`src/rtl/psrfp_pkg.sv`:
```
// Constants and carrier types for the flyback fault-protection sequencer.
// Assumes a single 200 MHz reference clock; all thresholds are analog comparators outside.
`default_nettype none

package psrfp_pkg;

  // Clock and timebase
  localparam int CLK_MHZ          = 200;
  localparam int TICK_US          = 1000;
  localparam int TICK_CYCLES      = TICK_US * CLK_MHZ;
  // Low-feedback qualification interval, in timebase ticks (ms)
  localparam int SHORT_QUALIFY_MS = 128;
  localparam int DIV_W            = 24;
  localparam int MS_W             = 8;

  // Comparator levels, all synchronous to the clock
  typedef struct packed {
    logic fb_below_short;     // feedback under feedback_short_threshold
    logic fb_above_ovp;       // feedback over feedback_overvoltage_threshold
    logic temp_trip;          // junction at or above the trip point
    logic temp_above_recover; // junction still above the recovery point
    logic supply_startup;     // supply at startup_supply_threshold
    logic supply_lockout;     // supply at undervoltage_lockout
  } psrfp_sense_s;

  typedef struct packed {
    logic short_circuit_protection;
    logic output_overvoltage_protection;
    logic over_temperature;
  } psrfp_fault_s;

  localparam psrfp_fault_s FAULT_NONE = '{default: 1'b0};

  typedef enum logic [2:0] {
    ST_IDLE,
    ST_RUN,
    ST_SHORT_HICCUP,
    ST_OVP_DISCHARGE,
    ST_OTP_HOLD
  } psrfp_state_e;

endpackage : psrfp_pkg

`default_nettype wire

```
`src/rtl/psrfp_sequencer.sv`:
```
// Fault-protection sequencer: short-circuit hiccup, overvoltage discharge to lockout and restart, over-temperature hold.
// Assumes comparator levels arrive synchronous to i_ref_clk; the power stage follows o_switch_en.
// Function
// RULE_01 - A short-circuit fault is declared only after feedback stays under the short level for 128 ms.
// RULE_02 - On a short-circuit fault switching stops at once and the supply hiccups until feedback recovers.
// RULE_03 - The power stage must lift feedback over the short level within 18 ms of a normal start.
// RULE_04 - Short qualification starts when the supply reaches start-up; good feedback means no fault.
// RULE_05 - Overvoltage stops switching at once and keeps a load on the supply until lockout.
// RULE_06 - After the overvoltage discharge reaches lockout a full new start-up follows.
// RULE_07 - Switching stops at once when the junction reaches the trip temperature.
// RULE_08 - If the junction cools to the recovery point before lockout, switching resumes directly.
// RULE_09 - Reaching lockout while still hot leads to hiccup restarts until the junction has cooled.
// RULE_10 - The qualification timer clears whenever feedback rises over the short level.
// RULE_11 - Undervoltage lockout resets all fault states and timers before each new start.
`default_nettype none

module psrfp_sequencer
  import psrfp_pkg::*;
#(
  parameter int P_TICK_CYCLES  = TICK_CYCLES,
  parameter int P_SHORT_TICKS  = SHORT_QUALIFY_MS
)
(
  // Clock and reset
  input  wire logic         i_ref_clk,
  input  wire logic         i_reset,
  // Comparator levels
  input  wire psrfp_sense_s i_sense,
  // Power stage control
  output logic              o_switch_en,
  output logic              o_discharge_hold,
  // Fault status
  output psrfp_fault_s      o_fault
);

  psrfp_state_e         state_q, state_d;
  logic [DIV_W-1:0]     div_q, div_d;
  logic [MS_W-1:0]      ms_q, ms_d;
  logic                 tick;
  logic                 short_done;
  logic                 switch_d;
  logic                 discharge_d;
  psrfp_fault_s         fault_d;

  localparam logic [DIV_W-1:0] DIV_LAST = DIV_W'(P_TICK_CYCLES - 1);
  localparam logic [MS_W-1:0]  MS_LAST  = MS_W'(P_SHORT_TICKS - 1);

  assign tick       = (div_q == DIV_LAST);
  assign short_done = tick && (ms_q == MS_LAST);

  // Sequencer state
  always_comb
  begin
    state_d = state_q;
    if (i_sense.supply_lockout)
    begin
      state_d = ST_IDLE; // RULE_11
    end
    else
    begin
      case (state_q)
        ST_IDLE:
        begin
          if (i_sense.supply_startup)
          begin
            // Hot restart holds without switching until the junction cools or lockout
            if (i_sense.temp_above_recover)
            begin
              state_d = ST_OTP_HOLD; // RULE_09
            end
            else
            begin
              state_d = ST_RUN; // RULE_04
            end
          end
        end
        ST_RUN:
        begin
          if (i_sense.fb_above_ovp)
          begin
            state_d = ST_OVP_DISCHARGE; // RULE_05
          end
          else if (i_sense.temp_trip)
          begin
            state_d = ST_OTP_HOLD; // RULE_07
          end
          else if (i_sense.fb_below_short && short_done)
          begin
            state_d = ST_SHORT_HICCUP; // RULE_01
          end
        end
        ST_SHORT_HICCUP:
        begin
          state_d = ST_SHORT_HICCUP; // RULE_02
        end
        ST_OVP_DISCHARGE:
        begin
          state_d = ST_OVP_DISCHARGE; // RULE_06
        end
        ST_OTP_HOLD:
        begin
          if (!i_sense.temp_above_recover && !i_sense.temp_trip)
          begin
            state_d = ST_RUN; // RULE_08
          end
        end
        default:
        begin
          state_d = ST_IDLE;
        end
      endcase
    end
  end

  always_ff @(posedge i_ref_clk)
  begin
    if (i_reset)
    begin
      state_q <= ST_IDLE;
    end
    else
    begin
      state_q <= state_d;
    end
  end

  // Qualification timebase; the divider restarts with the interval so 128 ticks are whole ms
  always_comb
  begin
    div_d = '0;
    ms_d  = '0;
    if (state_q == ST_RUN && state_d == ST_RUN && i_sense.fb_below_short) // RULE_10
    begin
      div_d = tick ? '0 : div_q + DIV_W'(1);
      ms_d  = tick ? ms_q + MS_W'(1) : ms_q;
    end
    // Otherwise both clear: feedback good, lockout, or leaving run
  end

  always_ff @(posedge i_ref_clk)
  begin
    if (i_reset)
    begin
      div_q <= '0;
      ms_q  <= '0;
    end
    else
    begin
      div_q <= div_d;
      ms_q  <= ms_d;
    end
  end

  // Outputs follow the next state so they change in the same edge as the state
  always_comb
  begin
    switch_d    = (state_d == ST_RUN);
    // Bias kept on so the supply capacitor really decays to lockout
    discharge_d = (state_d == ST_OVP_DISCHARGE); // RULE_05
    fault_d     = FAULT_NONE;
    fault_d.short_circuit_protection      = (state_d == ST_SHORT_HICCUP);
    fault_d.output_overvoltage_protection = (state_d == ST_OVP_DISCHARGE);
    fault_d.over_temperature              = (state_d == ST_OTP_HOLD);
  end

  always_ff @(posedge i_ref_clk)
  begin
    if (i_reset)
    begin
      o_switch_en      <= 1'b0;
      o_discharge_hold <= 1'b0;
      o_fault          <= FAULT_NONE;
    end
    else
    begin
      o_switch_en      <= switch_d;
      o_discharge_hold <= discharge_d;
      o_fault          <= fault_d;
    end
  end

  short_entry_time_a : assert property (@(posedge i_ref_clk) disable iff (i_reset) // RULE_01
    (state_q == ST_RUN) ##1 (state_q == ST_SHORT_HICCUP) |-> $past(ms_q) == MS_LAST && $past(tick))
    else $error("short fault taken before full interval");

  short_hiccup_stop_a : assert property (@(posedge i_ref_clk) disable iff (i_reset) // RULE_02
    (state_q == ST_SHORT_HICCUP) |-> !o_switch_en && o_fault.short_circuit_protection)
    else $error("switching during short hiccup");

  run_timer_fresh_a : assert property (@(posedge i_ref_clk) disable iff (i_reset) // RULE_04
    $rose(state_q == ST_RUN) |-> ms_q == '0 && div_q == '0 && o_switch_en)
    else $error("qualification not fresh at start");

  ovp_stop_a : assert property (@(posedge i_ref_clk) disable iff (i_reset) // RULE_05
    (state_q == ST_RUN && i_sense.fb_above_ovp && !i_sense.supply_lockout)
    |=> !o_switch_en && o_discharge_hold [*1] ##0 o_fault.output_overvoltage_protection)
    else $error("overvoltage did not stop switching");

  ovp_restart_a : assert property (@(posedge i_ref_clk) disable iff (i_reset) // RULE_06
    (state_q == ST_OVP_DISCHARGE && i_sense.supply_lockout)
    |=> state_q == ST_IDLE && !o_discharge_hold)
    else $error("overvoltage discharge did not restart");

  otp_stop_a : assert property (@(posedge i_ref_clk) disable iff (i_reset) // RULE_07
    (state_q == ST_RUN && i_sense.temp_trip && !i_sense.supply_lockout) |=> !o_switch_en)
    else $error("switching past trip temperature");

  otp_recover_a : assert property (@(posedge i_ref_clk) disable iff (i_reset) // RULE_08
    (state_q == ST_OTP_HOLD && !i_sense.temp_above_recover && !i_sense.temp_trip
     && !i_sense.supply_lockout) |=> o_switch_en && !o_fault.over_temperature)
    else $error("no direct resume after cooling");

  otp_hiccup_a : assert property (@(posedge i_ref_clk) disable iff (i_reset) // RULE_09
    (state_q == ST_IDLE && i_sense.supply_startup && i_sense.temp_above_recover
     && !i_sense.supply_lockout) |=> !o_switch_en && o_fault.over_temperature)
    else $error("hot restart began switching");

  timer_clear_a : assert property (@(posedge i_ref_clk) disable iff (i_reset) // RULE_10
    (!i_sense.fb_below_short) |=> ms_q == '0 && div_q == '0)
    else $error("qualification timer kept counting");

  lockout_reset_a : assert property (@(posedge i_ref_clk) disable iff (i_reset) // RULE_11
    i_sense.supply_lockout |=> state_q == ST_IDLE && ms_q == '0 && o_fault == FAULT_NONE && !o_switch_en)
    else $error("lockout did not reset sequencer");

endmodule : psrfp_sequencer

`default_nettype wire

```
`config.mk`:
```
export PLATFORM = sky130hd
export DESIGN_NAME = psrfp_sequencer
export DESIGN_NICKNAME = d
export VERILOG_FILES = /design/src/rtl/psrfp_pkg.sv /design/src/rtl/psrfp_sequencer.sv
export SDC_FILE = /design/constraint.sdc
export NUM_CORES = 1
export LEC_CHECK = 0
export ABC_AREA = 1
export BUFFER_PORTS_ARGS = -buffer_cell sky130_fd_sc_hd__buf_2
export CAP_MARGIN = 30
export CORE_ASPECT_RATIO = 0.5
export CORE_MARGIN = 2
export CORE_UTILIZATION = 55
export CTS_BUF_LIST = sky130_fd_sc_hd__clkbuf_8
export CTS_CLUSTER_DIAMETER = 80
export CTS_CLUSTER_SIZE = 12
export DETAILED_ROUTE_END_ITERATION = 6
export PLACE_DENSITY = 0.83
export SYNTH_ARGS = -nofsm -noshare
export SYNTH_HDL_FRONTEND = slang
export SYNTH_SLANG_ARGS = --single-unit
```
`constraint.sdc`:
```
create_clock -name i_ref_clk -period 1.95 [get_ports i_ref_clk]
set_input_delay 0.39 -clock i_ref_clk [delete_from_list [all_inputs] [get_ports i_ref_clk]]
set_output_delay 0.39 -clock i_ref_clk [all_outputs]
set_load 0.01 [all_outputs]
```
# --- Word-level counts from Yosys, hierarchy flattened ---
# Cells that the tools add are included.
word_totals:
  ff_bits: 39
  input_bits: 8
op_classes:
  add_sub_neg: 2
  eq_ne: 10
  mux: 8
  bitwise: 1
  n_reduce_logical: 10
ops:
  columns: ["operator", "n"]
  rows:
  - ["24-bit by 1-bit adder with 24-bit output, second input constant", 1]
  - ["24-bit by 18-bit equality test with 1-bit output, second input constant", 1]
  - ["3-bit 2-to-1 mux", 7]
  - ["3-bit one-hot mux with 5 select lines", 1]
  - ["3-bit by 2-bit equality test with 1-bit output, second input constant", 4]
  - ["8-bit by 1-bit adder with 8-bit output, second input constant", 1]
  - ["8-bit by 7-bit equality test with 1-bit output, second input constant", 1]
  - ["3-bit by 1-bit equality test with 1-bit output, second input constant", 2]
  - ["3-bit equality test, second input constant", 2]
  - ["1-bit logical AND", 5]
  - ["3-bit zero test", 1]
  - ["3-bit OR reduction", 1]
  - ["1-bit zero test", 2]
  - ["2-bit OR reduction", 1]
  - ["1-bit NOT", 1]

# --- Logic depth before layout (Yosys ltp) ---
# Gate-level depths: netlist of the first run.
depth:
  ltp_word: 13
  mapped_depth: 13
  ltp_nobuf: 12

# --- Worst setup path before layout of the first run ---
# Ideal clock, no wire load.
synth_path:
  kind: "register -> register"
  startpoint: "reg div_q[0]"
  endpoint: "reg div_q[20]"
  setup_ns: 0.062
  t_arrival_ns: 1.706
  required_ns: 1.888
  setup_slack_ns: 0.182
  path_stages_with_launch: 12
  n_path_buf: 0
  period_less_slack_ns: 1.768
  cell_sequence: "dfxtp_1 ha_1 nand3_2 nor2_2 nand2_1 nor2_2 nand3_2 nor2_1 nand2_1 xor2_1 clkinv_1 nor2_2"
synth_via:
  elab_chain_cells: 13
  word_cells_on_any_way: 14
  classes_between: "add/sub: 1; eq/ne: 2; mux: 5; bitwise: 1; reduce/logical: 5"
synth_rtl:
  columns: ["element", "line", "source"]
  rows:
  - ["start, declared", "psrfp_sequencer.sv:37", "logic [DIV_W-1:0] div_q, div_d;"]
  - ["start signal, assigned", "psrfp_sequencer.sv:149", "div_q <= div_d;"]
  - ["24-bit by 18-bit equality test with 1-bit output", "psrfp_sequencer.sv:48", "assign tick = (div_q == DIV_LAST);"]
  - ["1-bit logical AND", "psrfp_sequencer.sv:49", "assign short_done = tick && (ms_q == MS_LAST);"]
  - ["1-bit logical AND", "psrfp_sequencer.sv:87", "else if (i_sense.fb_below_short && short_done)"]
  - ["3-bit 2-to-1 mux", "psrfp_sequencer.sv:87", null]
  - ["3-bit 2-to-1 mux", "psrfp_sequencer.sv:83", "else if (i_sense.temp_trip)"]
  - ["3-bit 2-to-1 mux", "psrfp_sequencer.sv:79", "if (i_sense.fb_above_ovp)"]
  - ["3-bit one-hot mux with 5 select lines", "psrfp_sequencer.sv:61", "case (state_q)"]
  - ["3-bit 2-to-1 mux", "psrfp_sequencer.sv:55", "if (i_sense.supply_lockout)"]
  - ["3-bit by 1-bit equality test with 1-bit output", "psrfp_sequencer.sv:132", "if (state_q == ST_RUN && state_d == ST_RUN && i_sense.fb_below_short)"]
  - ["1-bit logical AND (2 in a row)", "psrfp_sequencer.sv:132", null]
  - ["1-bit NOT (no line)", null, null]
  - ["3-bit OR reduction (no line)", null, null]
# Parallel ways exist; a longest one is shown, timed or not.
# A chain may end at the register's enable or synchronous reset.

# --- Final worst setup path of the first run ---
# Same ends and word-level chain as after synthesis.

==> impl_metrics.ini, run 1 <==
[pwr]
peakVddDrop_uv = 236.3
power_w = 0.001325
power.density_nw_per_um2 = 560.9
p_leak_nw = 0.8825

[worst_setup_path]
crit_slowest_cell = dfxtp_2
cp-start-kind = register
critPathArrivalTime_ps = 2040
cp-startpoint = div_q[0]
critical_path_required_ps = 2180
crit_family = simple AND/OR/NAND/NOR gates
cp.buffers_inverters = 1
crit_path_frequent_cell = nor2_2
crit_path_end_kind = register
path_class = register to register
path_depth = 11
slowest_delay_ps = 350
timing.rr.start = div_q[0]
rr_worst_depth = 11
path_cells = ha_2, nand3_4, nor2_4, nand2_1, nor2_2, nand3_2, nor2_2, nand2_1, xor2_1, clkinv_1, nor2_2
path_max_fanout = 5

[place]
detailedPlace.worstSlack_ps = 17.18
place_hpwl_microns = 2891
dpl_cell_area_sq_um = 2271
port-buffer-count = 12
gp_congestion = 0.8331

[sta]
timing.final.ws_setup_ps = 144.5
hold_violations = 0
tightest_slew_ps = 321.8
finalMaxSlewViolations = 0
clock_skew_ps = 2.852
min_period_ps = 1805
min_period_over_period = 0.9259
max_freq_mhz = 553.9
relSlewSlack = 0.7835
finalSetupViolations = 0

[outcome]
status = completed

[clock_network]
cts_tree = yes
root_buffer = clkbuf_8
ctsHoldBuffers = 0
cts_num_sinks = 39
htree_num_levels = 2
cts_buffer_depth = 2
clk_latency_ps = 280
cts.clk_slew.worst_paths_ps = 70
cts_setup_buffers = 0
cts_buffers = 5

[final_layout]
antenna_cells = 0
area_delta_synth_final_pct = 9.768
fin_nets = 299
final_cell_mix = dfxtp_1 (38), nor2_1 (37), nand2_1 (35)
fin_area_sq_um = 2362
drive_above_1_share = 0.2674
fin_util = 0.6590
final_common_cell = dfxtp_1

[routing]
drt_iter0_markers = 62
vias_per_cell = 4.959
vias = 1681
drc_errors = 0
wire_per_inst_microns = 11.19
final_antenna_net_count = 0
wl_microns = 3795
firstDrtPassIters = 4

[global_routing]
grt_antenna_before_repair = 0
grt_max_degree = 25
grt_util_all_layers = 0.1913
grt_pass1_wl_microns = 6458
gr-total-overflow = 0
grt_pass1_vias = 1509

[synthesis]
netlist_instances = 269
async_flop_share = 0
synth.avg_cell_area_sq_um = 8.000
synthesis.nets = 279
ys.warnings.count = 0
yosysUniqueCellTypes = 34
synth_edf_count = 0
seq_area_frac_synth = 0.3628
ys_ff_latch = 39
ys.flop_type = dfxtp_1
synth.cell_area_sq_um = 2152

[job]
cap_violations = 0

[floorplanning]
core.rowCount = 15
die_h_microns = 48.23
initial_core_util = 0.6003
ios = 13
die_area_sq_um = 4459
coreArea_sq_um = 3585
dieWidth_microns = 92.46

[worst_hold_path]
hold_start = i_sense[0]
min_path_cells = 2
hold_path.class = input pin to register
metal layers:
layer	vias up	wire, microns	track usage	share of wire
li1	880	-	-	-
met1	764	1848	0.2300	0.49
met2	30	1731	0.3416	0.46
met3	7	165	0.05564	0.043
met4	0	49	0.07761	0.013
met5	-	0	0	0
cell type report:
cell class	count	area (sq um)
clock buffers	5	68.82
clock inverters	1	3.754
fillers	278	1222
inverters	38	142.6
multi-input cells	189	1199
flip-flops and latches	39	782.0
well taps	51	63.81
repair buffers	16	102.6
cell usage after synthesis, types with 2 or more instances:
cell / count / share of area
inv_2: 4 / 0.0070
nor3_1: 3 / 0.0070
nor2_2: 26 / 0.076
buf_12: 2 / 0.019
nand3_4: 2 / 0.016
dfxtp_1: 39 / 0.36
nand3_2: 4 / 0.019
a311oi_1: 2 / 0.0081
nand2_2: 3 / 0.0087
nor4_1: 7 / 0.020
nor2_1: 38 / 0.066
xor2_1: 16 / 0.065
nor2_4: 4 / 0.021
nand3_1: 12 / 0.028
a21oi_1: 6 / 0.014
nand2_1: 35 / 0.061
ha_1: 2 / 0.012
nand4_1: 3 / 0.0087
inv_1: 33 / 0.058
and3_1: 2 / 0.0058
xnor2_1: 10 / 0.041
nand2_4: 4 / 0.021
final timing paths:
path                                    to  slack [ps]
worst max-delay path             div_q[20]         140
worst min-delay path            state_q[2]         300
worst max register to register   div_q[20]         140
worst min register to register    div_q[0]         420
metrics by stage:
stage               TNS, ps  hold slack [ps]  std cells
finish                    0            304.2        339
global route         -10.52            299.4        339
CTS                       0            298.9        339
detailed placement        0            452.5        333
global placement          0            438.1        333
floorplan                 0            427.4        269
power by group:
| part | switching, W | total (W) | internal (W) | leakage (nW) |
|---|---|---|---|---|
| logic | 0.0000261 | 0.0000412 | 0.0000151 | 0.526 |
| clock network | 0.000250 | 0.000483 | 0.000233 | 0.0413 |
| registers | 0.00000156 | 0.000801 | 0.000799 | 0.315 |
worst reg2reg max path, delay by kind of cell (launching register included):
kind | cells | cell delay, ps
and+or+nand+nor | 8 | 950
adders and majority gates | 1 | 220
DFF | 1 | 350
buffers and inverters | 1 | 90
xor gates and xnor gates | 1 | 140
repair_timing:
item / CTS / global route
endpoints found under the hold margin: 0 / 0
gates resized for setup: 1 / 4
setup endpoints to repair: 1 / 24
state kept, by name (all words and copies together), names as in the netlist:
signal and count:
div_q 24, ms_q 8, o_fault 3, o_switch_en 1
state_q 3
kinds of logic (layout without fill, tap and decap cells):
kind of cell,after synthesis,in the layout,share of synthesized area
buf+inv,41,60,0.08837
flops,39,39,0.3628
compound gates,10,10,0.02674
simple gates,151,151,0.4047
xor+xnor,26,26,0.1058
fa+ha+maj,2,2,0.01163
(Power assumes the default switching activity.)
==> run 2: changes to the inputs <==
Settings changed: PLACE_DENSITY 0.83 to 0.77.
==> run 2 against run 1 <==
  * Cell count rose by 1.5%
  * Via count grew 1.6%
  * Setup slack got worse by 2.1 ps
  * Clock power is 22% higher
  * Clock skew about the same
  * First-iteration DRC count grew 3.2%
  * Non-clock buffer count grew 3
  * Worst hold slack got worse by 13 ps
  * Critical path depth stayed put
  * Sequential power about the same
  * Count of clock-buffer cells in the layout is 2 higher
  * Sequential share of layout area down 0.92 points
  * Largest cell class unchanged
==> impl_metrics.ini, run 2 (synthesis results as in run 1) <==
[outcome]
status = completed

[place]
gp_congestion = 0.8590
detailedPlace.worstSlack_ps = 33.10
place_hpwl_microns = 2890
port-buffer-count = 12
dpl.cell_count = 334

[routing]
wl_met1_microns = 1995
vias_per_cell = 4.965
final_antenna_net_count = 0
wire_per_inst_microns = 11.86
wl_microns = 4080
routed-wl-met2_microns = 1808
met3WireLength_microns = 203
firstDrtPassIters = 4
drt_iter0_markers = 64
drc_errors = 0
top_layer_used = met4
vias = 1708

[pwr]
p_leak_nw = 0.9132
power.density_nw_per_um2 = 589.0
power_w = 0.001431
peakVddDrop_uv = 246.8

[global_routing]
grt_util_all_layers = 0.1979
grt_max_degree = 25
gr-total-overflow = 0
grt_pass1_wl_microns = 6658
grt_antenna_before_repair = 0
grt_pass1_vias = 1478

[sta]
relSlewSlack = 0.7601
timing.final.ws_setup_ps = 142.4
finalMaxSlewViolations = 0
clock_skew_ps = 2.514
max_freq_mhz = 553.2
min_period_over_period = 0.9270
hold_violations = 0
min_period_ps = 1808
finalSetupViolations = 0
tightest_slew_ps = 356.6

[worst_setup_path]
crit_path_end_kind = register
timing.rr.start = div_q[1]
path_max_fanout = 5
critPathArrivalTime_ps = 2040
critical_path_required_ps = 2180
rr_worst_depth = 11
r2r_slack_ps = 140
cp-start-kind = register
r2r-end = div_q[20]
path_class = register to register

[worst_hold_path]
min_to = state_q[2]
min_path_cells = 2
hold_path.class = input pin to register
hold_start = i_sense[0]

[final_layout]
largest_register_ffs = 24
fin_util = 0.6778
drive_above_1_share = 0.2833
final_cell_mix = dfxtp_1 (38), nor2_1 (36), nand2_1 (35)
antenna_cells = 0
fin_cells = 344
area_delta_synth_final_pct = 12.91
final_common_cell = dfxtp_1
fin_nets = 302
top_register = div_q
largest_registers = div_q: 24 flops, ms_q: 8 flops

[job]
cap_violations = 0

[floorplanning]
initial_core_util = 0.6003
ios = 13
die_h_microns = 48.23
core.rowCount = 15
coreArea_sq_um = 3585
dieWidth_microns = 92.46
die_area_sq_um = 4459

[clock_network]
cts_num_sinks = 39
cts.clk_slew.worst_paths_ps = 70
cts_buffer_depth = 2
cts_buffers = 5
htree_num_levels = 2
cts_tree = yes
root_buffer = clkbuf_8
ctsHoldBuffers = 0
clk_latency_ps = 290
[run 2: changes by cell type in the layout (fill, tap and decap cells not counted)]
cell      before  now
nor2_1        37   36
buf_4          3    6
nor2_4         5    6
ha_4           0    1
ha_2           1    0
clkbuf_8       5    7
[run 2: repair_timing]
action,4_1_cts,5_1_grt
setup buffers,0,2
setup endpoints to repair,1,24
resized for setup,1,7
pin swaps,0,2
[run 2: cell type report]
| type | instances | area [sq um] |
|---|---|---|
| Timing Repair Buffer | 19 | 125.1 |
| Multi-Input combinational cell | 189 | 1216 |
| Clock inverter | 1 | 3.754 |
| Tap cell | 51 | 63.81 |
| Sequential cell | 39 | 782.0 |
| Inverter | 38 | 142.6 |
| Clock buffer | 7 | 96.34 |
| Fill cell | 283 | 1155 |
[run 2: worst max-delay path, stage by stage (launching register included)]
cell and delay, ps:
dfxtp_1 380, ha_4 170, nand3_4 120, nor2_4 130
nand2_1 90, nor2_2 150, nand3_2 150, nor2_4 130
nand2_1 70, xor2_1 170, clkinv_1 90, nor2_2 100
[run 2: per-layer routing]
layer	GRT usage	vias up
li1	-	883
met2	0.3328	42
met4	0.08060	0
met1	0.2542	777
met5	0	-
met3	0.05255	6
[run 2: how the worst max path moves through the flow]
stage / start / endpoint / slack, ps
finish: div_q[1] / div_q[20] / 140
global route: div_q[0] / div_q[20] / -1
CTS: div_q[0] / div_q[20] / 9
detailed placement: div_q[0] / div_q[20] / 30
global placement: div_q[0] / div_q[20] / 130
floorplan: div_q[0] / div_q[20] / 180
[run 2: where the power goes]
part	switching, W	total (W)	internal, W
Sequential	0.00000152	0.000800	0.000799
Combinational	0.0000251	0.0000402	0.0000151
Clock	0.000273	0.000591	0.000318
Total	0.000300	0.00143	0.00113
[run 2: metrics by stage]
step	TNS (ps)	hold WS [ps]	cell area, sq um
3_5_place_dp	0	449.9	2278
4_1_cts	0	286.3	2381
3_3_place_gp	0	438.2	2278
6_report	0	291.3	2430
2_1_floorplan	0	427.4	2152
5_1_grt	-1.233	288.9	2430
